## config.mk

```make
export PLATFORM = sky130hd
export DESIGN_NAME = periodic_wakeup_counter
export DESIGN_NICKNAME = d
export VERILOG_FILES = /design/src/logic/wakeup_pkg.sv /design/src/logic/clock_source_pick.sv /design/src/logic/prescale_divider.sv /design/src/logic/periodic_wakeup_counter.sv
export SDC_FILE = /design/constraint.sdc
export NUM_CORES = 1
export LEC_CHECK = 0
export BUFFER_PORTS_ARGS = -buffer_cell sky130_fd_sc_hd__buf_2
export CAP_MARGIN = 20
export CELL_PAD_IN_SITES_DETAIL_PLACEMENT = 0
export CELL_PAD_IN_SITES_GLOBAL_PLACEMENT = 2
export CORE_AREA = 2 2 93 162
export DETAILED_ROUTE_END_ITERATION = 16
export DIE_AREA = 0 0 95 164
export HOLD_SLACK_MARGIN = 0.1
export PLACE_DENSITY = 0.82
export SLEW_MARGIN = 10
export SYNTH_ARGS = -nofsm -noshare
export SYNTH_HDL_FRONTEND = slang
export SYNTH_HIERARCHICAL = 1
export SYNTH_SLANG_ARGS = --single-unit
```

## constraint.sdc

```tcl
create_clock -name CLK -period 2 [get_ports CLK]
set_input_delay 0.3 -clock CLK [delete_from_list [all_inputs] [get_ports CLK]]
set_output_delay 0.3 -clock CLK [all_outputs]
set_load 0.05 [all_outputs]
```

## src/logic/wakeup_pkg.sv

```systemverilog
/*
  Shared constants for the periodic wakeup counter: register offsets,
  field positions, reset values, source codes and the divide table.
  Assumes a Wishbone slave with byte addresses and 32-bit data.
*/
`default_nettype none
package wakeup_pkg;

  ////////////////////////////////////////////////////////////////////
  // register byte offsets
  localparam logic [7:0] OFS_CTRL = 8'h00;
  localparam logic [7:0] OFS_COUNT = 8'h04;
  localparam logic [7:0] OFS_LIMIT = 8'h08;
  localparam logic [7:0] OFS_IRQ_STATUS = 8'h0c;
  localparam logic [7:0] OFS_IRQ_MASK = 8'h10;

  ////////////////////////////////////////////////////////////////////
  // control register fields and the match bit of the status and mask registers
  localparam int FLAG_BIT = 7;
  localparam int SRC_HI = 6;
  localparam int SRC_LO = 5;
  localparam int IE_BIT = 4;
  localparam int PS_HI = 3;
  localparam int IRQ_MATCH_BIT = 0;

  ////////////////////////////////////////////////////////////////////
  // reset values and widths
  localparam logic [7:0] CTRL_RST = 8'h00;
  localparam logic [7:0] COUNT_RST = 8'h00;
  localparam logic [7:0] LIMIT_RST = 8'h00;
  localparam logic MASK_RST = 1'h1;
  localparam int PRE_W = 18;
  localparam int SYNC_STAGES = 2;

  localparam logic [1:0] SRC_LPO = 2'h0;
  localparam logic [1:0] SRC_EXT = 2'h1;

  typedef enum logic {BUS_IDLE, BUS_ACK} bus_state_t;

  // divide ratio of the prescaler; zero means switched off
  function automatic logic [PRE_W-1:0] divide_ratio(input logic hi_range,
                                                    input logic [3:0] ps);
    logic [PRE_W-1:0] r;
    r = 18'h0;
    case ({hi_range, ps})
      5'h01: r = 18'h00008;
      5'h02: r = 18'h00020;
      5'h03: r = 18'h00040;
      5'h04: r = 18'h00080;
      5'h05: r = 18'h00100;
      5'h06: r = 18'h00200;
      5'h07: r = 18'h00400;
      5'h08: r = 18'h00001;
      5'h09: r = 18'h00002;
      5'h0a: r = 18'h00004;
      5'h0b: r = 18'h0000a;
      5'h0c: r = 18'h00010;
      5'h0d: r = 18'h00064;
      5'h0e: r = 18'h001f4;
      5'h0f: r = 18'h003e8;
      5'h11: r = 18'h00400;
      5'h12: r = 18'h00800;
      5'h13: r = 18'h01000;
      5'h14: r = 18'h02000;
      5'h15: r = 18'h04000;
      5'h16: r = 18'h08000;
      5'h17: r = 18'h10000;
      5'h18: r = 18'h003e8;
      5'h19: r = 18'h007d0;
      5'h1a: r = 18'h01388;
      5'h1b: r = 18'h02710;
      5'h1c: r = 18'h04e20;
      5'h1d: r = 18'h0c350;
      5'h1e: r = 18'h186a0;
      5'h1f: r = 18'h30d40;
      default: r = 18'h0;
    endcase
    return r;
  endfunction : divide_ratio

endpackage : wakeup_pkg
`default_nettype wire

```

## src/logic/clock_source_pick.sv

```systemverilog
/*
  Picks one of three slow source clocks and turns its rising edges
  into one-cycle pulses. Source levels are synchronous to clk.
*/
`timescale 1ns/1ps
`default_nettype none
module clock_source_pick
  import wakeup_pkg::*;
(
  // clock and reset
  input wire logic clk,
  input wire logic rst_n,
  // selection and source levels
  input wire logic [1:0] source_select,
  input wire logic low_power_osc,
  input wire logic external_ref_clock,
  input wire logic internal_ref_clock,
  input wire logic lpo_on,
  input wire logic ext_on,
  input wire logic int_on,
  input wire logic deep_stop_mode,
  // edge pulse
  output logic src_edge
);

  logic [2:0] prev_reg, prev_next;
  logic edge_reg, edge_next;
  logic [2:0] lvl;
  logic [2:0] usable;

  always_comb begin
    lvl = {internal_ref_clock, external_ref_clock, low_power_osc};
    // reference sources die in deep stop
    usable = {int_on & ~deep_stop_mode, ext_on & ~deep_stop_mode, lpo_on};
    prev_next = lvl;
    case (source_select)
      SRC_LPO: edge_next = lvl[0] & ~prev_reg[0] & usable[0];
      SRC_EXT: edge_next = lvl[1] & ~prev_reg[1] & usable[1];
      default: edge_next = lvl[2] & ~prev_reg[2] & usable[2];
    endcase
  end

  always_ff @(posedge clk or negedge rst_n) begin
    if (!rst_n) begin
      prev_reg <= 3'h0;
      edge_reg <= 1'h0;
    end else begin
      prev_reg <= prev_next;
      edge_reg <= edge_next;
    end
  end

  assign src_edge = edge_reg;
endmodule : clock_source_pick
`default_nettype wire

```

## src/logic/prescale_divider.sv

```systemverilog
/*
  Prescaler: divides source edges by a ratio and emits one-cycle ticks.
  Assumes ratio is stable unless clear is raised alongside the change.
*/
`timescale 1ns/1ps
`default_nettype none
module prescale_divider
  import wakeup_pkg::*;
(
  // clock and reset
  input wire logic clk,
  input wire logic rst_n,
  // control
  input wire logic src_edge,
  input wire logic [PRE_W-1:0] ratio,
  input wire logic clear,
  input wire logic freeze,
  // tick
  output logic tick
);

  logic [PRE_W-1:0] cnt_reg, cnt_next;
  logic tick_reg, tick_next;

  always_comb begin
    cnt_next = cnt_reg;
    tick_next = 1'h0;
    if (clear) begin
      cnt_next = '0;
    end else if (freeze || ratio == '0 || !src_edge) begin
      cnt_next = cnt_reg;
    end else if (cnt_reg >= ratio - 18'h1) begin
      cnt_next = '0;
      tick_next = 1'h1;
    end else begin
      cnt_next = cnt_reg + 18'h1;
    end
  end

  always_ff @(posedge clk or negedge rst_n) begin
    if (!rst_n) begin
      cnt_reg <= '0;
      tick_reg <= 1'h0;
    end else begin
      cnt_reg <= cnt_next;
      tick_reg <= tick_next;
    end
  end

  assign tick = tick_reg;
endmodule : prescale_divider
`default_nettype wire

```

## src/logic/periodic_wakeup_counter.sv

```systemverilog
/*
  Periodic wakeup counter: 8-bit up-counter with match limit, prescaled
  from one of three source clocks, Wishbone classic register slave and
  a level interrupt. Source clock inputs are levels synchronous to CLK.
*/
// Behaviour
// - one 8-bit up-counter compared against an 8-bit match limit.
// - three selectable sources: low-power oscillator, external and internal reference.
// - prescaler between source and counter with binary and decimal ratios.
// - match can raise an interrupt that software enables or disables.
// - counting continues in wait mode; enabled match interrupt ends wait.
// - counting continues in both stop modes; enabled match wakes processor.
// - oscillator works in both stop modes; references only in shallow stop.
// - with all sources off no counting and no wakeup.
// - debug mode freezes prescaler and counter.
// - after debug counting resumes unless limit or selections were changed.
// - no pins of its own; all ports are internal chip signals.
// - status-control register, read-only count register, match-limit register.
// - match sets the flag; writing one clears flag and request.
// - source select 00 oscillator, 01 external, 1x internal reference.
// - match returns count to zero; limit zero matches every tick.
// - changing prescaler or source selection clears prescaler and counter.
`timescale 1ns/1ps
`default_nettype none
module periodic_wakeup_counter
  import wakeup_pkg::*;
(
  // clock and reset
  input wire logic CLK,
  input wire logic RSTN,
  // wishbone slave
  input wire logic WB_CYC_I,
  input wire logic WB_STB_I,
  input wire logic WB_WE_I,
  input wire logic [7:0] WB_ADR_I,
  input wire logic [3:0] WB_SEL_I,
  input wire logic [31:0] WB_DAT_I,
  output logic [31:0] WB_DAT_O,
  output logic WB_ACK_O,
  // source clocks and their enables
  input wire logic LOW_POWER_OSC,
  input wire logic EXTERNAL_REF_CLOCK,
  input wire logic INTERNAL_REF_CLOCK,
  input wire logic LPO_ON,
  input wire logic EXT_REF_ON,
  input wire logic INT_REF_ON,
  // processor modes
  input wire logic WAIT_MODE,
  input wire logic DEEP_STOP_MODE,
  input wire logic SHALLOW_STOP_MODE,
  input wire logic DEBUG_ACTIVE,
  // requests
  output logic IRQ,
  output logic WAKE_REQ
);

  ////////////////////////////////////////////////////////////////////
  // reset release
  logic [SYNC_STAGES-1:0] rst_sync_reg;
  logic rst_n;

  always_ff @(posedge CLK or negedge RSTN) begin
    if (!RSTN) begin
      rst_sync_reg <= '0;
    end else begin
      rst_sync_reg <= {rst_sync_reg[SYNC_STAGES-2:0], 1'h1};
    end
  end

  assign rst_n = rst_sync_reg[SYNC_STAGES-1];

  ////////////////////////////////////////////////////////////////////
  // declarations
  logic flag_reg, flag_next;
  logic [1:0] src_reg, src_next;
  logic ie_reg, ie_next;
  logic [3:0] ps_reg, ps_next;
  logic [7:0] count_reg, count_next;
  logic [7:0] limit_reg, limit_next;
  logic status_reg, status_next;
  logic mask_reg, mask_next;
  logic irq_reg, irq_next;
  logic wake_reg, wake_next;
  bus_state_t state_reg, state_next;
  logic [31:0] dat_reg, dat_next;

  logic req, wr, rd;
  logic wr_ctrl, wr_limit, wr_mask, rd_status;
  logic cfg_change, restart, match;
  logic src_edge, tick;
  logic [PRE_W-1:0] ratio;
  logic low_power;

  ////////////////////////////////////////////////////////////////////
  // bus decode
  always_comb begin
    req = WB_CYC_I && WB_STB_I && state_reg == BUS_IDLE;
    wr = req && WB_WE_I && WB_SEL_I[0];
    rd = req && !WB_WE_I;
    wr_ctrl = wr && WB_ADR_I == OFS_CTRL;
    wr_limit = wr && WB_ADR_I == OFS_LIMIT;
    wr_mask = wr && WB_ADR_I == OFS_IRQ_MASK;
    // status clears on read
    rd_status = rd && WB_ADR_I == OFS_IRQ_STATUS;
  end

  ////////////////////////////////////////////////////////////////////
  // source pick and prescaler
  // three sources
  clock_source_pick i_clock_source_pick (
    .clk(CLK),
    .rst_n(rst_n),
    .source_select(src_reg),
    .low_power_osc(LOW_POWER_OSC),
    .external_ref_clock(EXTERNAL_REF_CLOCK),
    .internal_ref_clock(INTERNAL_REF_CLOCK),
    .lpo_on(LPO_ON),
    .ext_on(EXT_REF_ON),
    .int_on(INT_REF_ON),
    .deep_stop_mode(DEEP_STOP_MODE),
    .src_edge(src_edge)
  );

  assign ratio = divide_ratio(src_reg[0], ps_reg);

  prescale_divider i_prescale_divider (
    .clk(CLK),
    .rst_n(rst_n),
    .src_edge(src_edge),
    .ratio(ratio),
    .clear(restart),
    .freeze(DEBUG_ACTIVE),
    .tick(tick)
  );

  ////////////////////////////////////////////////////////////////////
  // control, counter and flags
  always_comb begin
    src_next = src_reg;
    ie_next = ie_reg;
    ps_next = ps_reg;
    limit_next = limit_reg;
    mask_next = mask_reg;
    if (wr_ctrl) begin
      src_next = WB_DAT_I[SRC_HI:SRC_LO];
      ie_next = WB_DAT_I[IE_BIT];
      ps_next = WB_DAT_I[PS_HI:0];
    end
    if (wr_limit) begin
      limit_next = WB_DAT_I[7:0];
    end
    if (wr_mask) begin
      mask_next = WB_DAT_I[IRQ_MATCH_BIT];
    end
    cfg_change = wr_ctrl && (WB_DAT_I[SRC_HI:SRC_LO] != src_reg
                             || WB_DAT_I[PS_HI:0] != ps_reg);
    restart = cfg_change || wr_limit;
    match = tick && !restart && count_reg == limit_reg;
    count_next = count_reg;
    if (restart) begin
      count_next = COUNT_RST;
    end else if (match) begin
      count_next = 8'h0;
    end else if (tick) begin
      count_next = count_reg + 8'h1;
    end
    flag_next = flag_reg;
    if (match) begin
      flag_next = 1'h1;
    end else if (wr_ctrl && WB_DAT_I[FLAG_BIT]) begin
      flag_next = 1'h0;
    end
    status_next = status_reg;
    if (match) begin
      status_next = 1'h1;
    end else if (rd_status || (wr_ctrl && WB_DAT_I[FLAG_BIT])) begin
      status_next = 1'h0;
    end
    // enable and mask gate the request
    irq_next = status_reg && mask_reg && ie_reg;
    low_power = WAIT_MODE || DEEP_STOP_MODE || SHALLOW_STOP_MODE;
    wake_next = irq_next && low_power;
  end

  always_ff @(posedge CLK or negedge rst_n) begin
    if (!rst_n) begin
      flag_reg <= CTRL_RST[FLAG_BIT];
      src_reg <= CTRL_RST[SRC_HI:SRC_LO];
      ie_reg <= CTRL_RST[IE_BIT];
      ps_reg <= CTRL_RST[PS_HI:0];
      count_reg <= COUNT_RST;
      limit_reg <= LIMIT_RST;
      status_reg <= 1'h0;
      mask_reg <= MASK_RST;
      irq_reg <= 1'h0;
      wake_reg <= 1'h0;
    end else begin
      flag_reg <= flag_next;
      src_reg <= src_next;
      ie_reg <= ie_next;
      ps_reg <= ps_next;
      count_reg <= count_next;
      limit_reg <= limit_next;
      status_reg <= status_next;
      mask_reg <= mask_next;
      irq_reg <= irq_next;
      wake_reg <= wake_next;
    end
  end

  ////////////////////////////////////////////////////////////////////
  // bus answer: one wait state, unmapped reads give zero
  always_comb begin
    state_next = state_reg;
    dat_next = dat_reg;
    case (state_reg)
      BUS_IDLE: begin
        if (req) begin
          state_next = BUS_ACK;
          dat_next = 32'h0;
          case (WB_ADR_I)
            OFS_CTRL: dat_next[7:0] = {flag_reg, src_reg, ie_reg, ps_reg};
            OFS_COUNT: dat_next[7:0] = count_reg;
            OFS_LIMIT: dat_next[7:0] = limit_reg;
            OFS_IRQ_STATUS: dat_next[IRQ_MATCH_BIT] = status_reg;
            OFS_IRQ_MASK: dat_next[IRQ_MATCH_BIT] = mask_reg;
            default: dat_next = 32'h0;
          endcase
        end
      end
      BUS_ACK: begin
        state_next = BUS_IDLE;
      end
      default: begin
        state_next = BUS_IDLE;
      end
    endcase
  end

  always_ff @(posedge CLK or negedge rst_n) begin
    if (!rst_n) begin
      state_reg <= BUS_IDLE;
      dat_reg <= 32'h0;
    end else begin
      state_reg <= state_next;
      dat_reg <= dat_next;
    end
  end

  assign WB_ACK_O = state_reg == BUS_ACK;
  assign WB_DAT_O = dat_reg;
  assign IRQ = irq_reg;
  assign WAKE_REQ = wake_reg;
endmodule : periodic_wakeup_counter
`default_nettype wire

```

==> results summary <==
The flow ran to the end, but the final reports show violations. The checks that failed: setup timing. The number of stages on the worst hold path came out at 2. The worst-margin pin slew is 553.3 ps. The TritonCTS clock tree is built. The design area came out at 0.006595 mm². The count of nets after finishing is 763. The count of flip-flops with a built-in enable after synthesis came out at 0. The dominant synthesized flop cell is sky130_fd_sc_hd__dfrtp_1. STA classifies the critical path startpoint as a flip-flop. The total grt overflow is 0. The via count came out at 4444.

The fill cell total of the finished layout came out at 1391. The area growth from synthesis to layout is 42.61%. The data required time of the critical path came out at 2250 ps.

The worst setup path is of the flip-flop to flip-flop kind. The latest clock arrival within the worst-skew pair came out at 330 ps. The flip-flop and latch count after synthesis is 62.

The final cycle utilization of the critical path came out at 190.0%. The clock root buffer is sky130_fd_sc_hd__clkbuf_16. The HPWL after detailed placement came out at 10650 µm.

The largest clock skew in the final design came out at 9.280 ps. The final max-slew violation count came out at 0. The number of clock sinks seen by CTS came out at 62. The timing-limited maximum frequency is 263.1 MHz.

The via count of the first global-routing pass is 4569. The number of antenna violations at the first check in global routing was 0. The first-iteration detailed-routing DRC count came out at 156.

The final period demand of the worst path is 3801 ps. sky130_fd_sc_hd__dfrtp_1 takes more of the synthesized area than any other cell. The library cell with the highest instance count after synthesis is sky130_fd_sc_hd__dfrtp_1. The post-synthesis instance area is 0.004624 mm². The overall track demand over capacity in global routing came out at 18.85%. Counting the buffers created by CTS gives 9. The per-instance average area after synthesis is 8.876 µm².

The maximum net fanout on the critical path is 7. The setup slack of the critical path after layout is -1801 ps. The worst path arrival time is 4050 ps. The flop-to-flop setup slack is -1800 ps.

The proportion of register bits with asynchronous set or reset after synthesis came out at 100.0%. The part of the Yosys area used for sequential elements is 33.58%. The area taken by multi-input logic gates is 0.003184 mm². The yosys synthesis warning count is 6. After floorplanning, the core was divided into 58 placement rows. The post-synthesis cell count is 521. The die extent in x came out at 95 µm. The leakage dissipation came out at 2.973 nW. The logic depth of the worst path, buffers included is 17. By area the synthesized netlist is led by sky130_fd_sc_hd__dfrtp_1 (33%), sky130_fd_sc_hd__ha_1 (7.0%), sky130_fd_sc_hd__nand2_1 (4.9%), sky130_fd_sc_hd__buf_4 (4.1%), sky130_fd_sc_hd__xnor2_1 (4.0%).

The clock-pin slew reported for the worst setup and hold paths after clock tree synthesis is 60 ps. The global-route wire length before repair came out at 22600 µm. VDD sags by at most 459.2 µV. Setup repair after global routing could not meet its margin everywhere. Among the stages of the critical path, the cell type that occurs most often is sky130_fd_sc_hd__buf_4. The highest cell delay on the worst timing path is 470 ps. The cell area power density is 742.5 mW/mm².

Counting along the longest clock path gives a buffer depth of 2. The slowest library cell on the worst path is sky130_fd_sc_hd__dfrtp_2. The placeable core area is 0.01430 mm². The effective utilization at floorplan came out at 32.35%. The die is 164 µm tall. The worst hold path belongs to the class input pin to flip-flop. Walking the worst path, the cells encountered are ha_4, nand2b_4, a32oi_4, o32ai_4, nor4_4, and3_4, nand2_4, buf_4, nor2_4, xnor2_2, ha_1, and4_4, a221o_1, a21oi_4, buf_4, nand3_4, o211ai_1. Before CTS, the worst setup slack after placement is -1854 ps.

The post-route netlist has 37.48% of its cells at a drive strength greater than 1. The tightest slew margin relative to the limit is 62.77%. The overall routed net length is 14260 µm. The number of distinct library cell variants in the gate-level netlist after synthesis came out at 68. Routability-driven placement finished with a final weighted congestion of 0.9265.

The register area is 0.001558 mm². The final count of negative-setup-slack endpoints is 21. The maximum number of pins on one net before global-route repair came out at 61. The average vias per placed instance is 5.149. Together, buffers and inverters on the worst path number 2. The number of maximum-capacitance constraint violations came out at 0. The total count of hold-check failures in the final report came out at 0. The worst register-to-register path has a depth of 17. The post-detailed-placement cell area came out at 0.005799 mm². The number of H-tree branching levels came out at 3.

The total die area came out at 0.01558 mm². The number of flip-flops in the largest register came out at 18. The area share of the leading cell type in the synthesized netlist came out at 33.01%. The count of TritonRoute iterations in the first routing pass is 4.

The count of input and output buffers is 42. The number of antenna repair diodes came out at 0. The boundary pin count came out at 94.

The cell type group with the largest total delay on the critical path is compound AO/OA/AOI/OAI gates. STA classifies the critical path endpoint as a flip-flop. Dividing the detail-routed wire length by the instance count gives 16.52 µm. The total DRC errors in the routed layout came out at 0.

The detail route stage leaves a number of antenna-violating nets equal to 0. By count the netlist is led by sky130_fd_sc_hd__dfrtp_1 (61), sky130_fd_sc_hd__nand2_1 (60), sky130_fd_sc_hd__nor2_1 (32).
[layout make-up]
| type | instances | area share (%) |
|---|---|---|
| timing repair buffer | 167 | 18.91 |
| tap | 180 | 3.415 |
| clock inverter | 5 | 0.8917 |
| multi-input combinational | 419 | 48.28 |
| inverter | 19 | 1.195 |
| sequential | 62 | 23.62 |
| clock buffer | 11 | 3.681 |
[where the power goes]
group,switching (W),internal [W],total (W)
sequential,0.000142,0.00140,0.00154
combinational,0.000955,0.000795,0.00175
clock,0.000604,0.000999,0.00160
total,0.00170,0.00320,0.00490
[repair_timing]
action	in CTS	in global routing
setup endpoints to repair	23	23
buffers inserted	5	7
hold buffers	4	0
gates resized for setup	31	32
hold endpoints to repair	5	0
cloned	2	0
pin swaps	6	22
[placed cells by master, fill, tap and decap left out, drive strengths merged, types with 4 or more instances in the layout]
| cell | synthesis | final |
|---|---|---|
| xnor2 | 21 | 21 |
| nand4 | 21 | 21 |
| a31oi | 9 | 9 |
| o21ai | 25 | 25 |
| nand2b | 9 | 9 |
| nand2 | 60 | 60 |
| nor2b | 6 | 6 |
| conb | 2 | 25 |
| clkbuf | 11 | 11 |
| nand3b | 5 | 5 |
| o311ai | 5 | 5 |
| buf | 34 | 163 |
| or2 | 4 | 4 |
| ha | 26 | 26 |
| a21oi | 31 | 31 |
| nor2 | 33 | 33 |
| o22ai | 11 | 11 |
| dlygate4sd3 | 0 | 4 |
| nor3 | 13 | 13 |
| and3 | 10 | 10 |
| inv | 19 | 18 |
| dfrtp | 61 | 61 |
| xor2 | 11 | 11 |
| mux2i | 8 | 8 |
| mux2 | 14 | 14 |
| nor4 | 15 | 15 |
| nand3 | 18 | 19 |
[path summary, 6_finish.rpt]
path	from	endpoint
hold reg to reg	rst_sync_reg[1]	i_prescale_divider/cnt_reg[0]
setup / recovery	ps_reg[1]	i_prescale_divider/cnt_reg[2]
hold / removal	SHALLOW_STOP_MODE	WAKE_REQ
max in group asynchronous	rst_sync_reg[1]	ps_reg[2]
min in group asynchronous	rst_sync_reg[1]	i_prescale_divider/cnt_reg[0]
setup reg to reg	ps_reg[1]	i_prescale_divider/cnt_reg[2]
[per-layer routing]
| metal | GRT usage [%] | share of wire [%] | vias up | wire, µm |
|---|---|---|---|---|
| met5 | 0 | 0 | - | 0 |
| met1 | 18.33 | 35 | 2162 | 5002 |
| li1 | - | - | 2165 | - |
| met2 | 37.27 | 59 | 84 | 8374 |
| met4 | 9.289 | 3.6 | 0 | 509 |
| met3 | 2.615 | 2.6 | 33 | 369 |
[through the flow]
| stage | total power, W | hold slack [ps] | cells | setup TNS (ps) | util (%) |
|---|---|---|---|---|---|
| after floorplan | 0.002430 | 4.409 | 544 | -31650 | - |
| after global placement | 0.002897 | 83.86 | 829 | -32450 | 40.57 |
| after detailed placement | 0.002940 | 86.78 | 829 | -34070 | 40.57 |
| after CTS | 0.004811 | 177.0 | 856 | -31420 | 44.36 |
| after global routing | 0.005146 | 183.8 | 863 | -36820 | 46.13 |
| final | 0.004897 | 184.0 | 863 | -33070 | 46.13 |
[worst register-to-register path: stages, from the launching register on]
cell	delay, ps
sky130_fd_sc_hd__dfrtp_2	470
sky130_fd_sc_hd__ha_4	190
sky130_fd_sc_hd__nand2b_4	140
sky130_fd_sc_hd__a32oi_4	240
sky130_fd_sc_hd__o32ai_4	140
sky130_fd_sc_hd__nor4_4	290
sky130_fd_sc_hd__and3_4	250
sky130_fd_sc_hd__nand2_4	60
sky130_fd_sc_hd__buf_4	140
sky130_fd_sc_hd__nor2_4	90
sky130_fd_sc_hd__xnor2_2	70
sky130_fd_sc_hd__ha_1	320
sky130_fd_sc_hd__and4_4	180
sky130_fd_sc_hd__a221o_1	380
sky130_fd_sc_hd__a21oi_4	230
sky130_fd_sc_hd__buf_4	170
sky130_fd_sc_hd__nand3_4	140
sky130_fd_sc_hd__o211ai_1	210
[cell families (layout without fill, tap and decap cells)]
group / Yosys count / in the layout / share of synthesized area [%]
multiplexers: 22 / 22 / 5.141
AND/OR/NAND/NOR: 209 / 210 / 25.76
AO/OA/AOI/OAI: 104 / 104 / 14.26
XOR/XNOR: 32 / 32 / 6.061
flip-flops: 62 / 62 / 33.58
other: 2 / 25 / 0.1624
buffers and inverters: 64 / 202 / 8.009
adder cells (fa/ha/maj): 26 / 26 / 7.035
(Power assumes the default switching activity.)
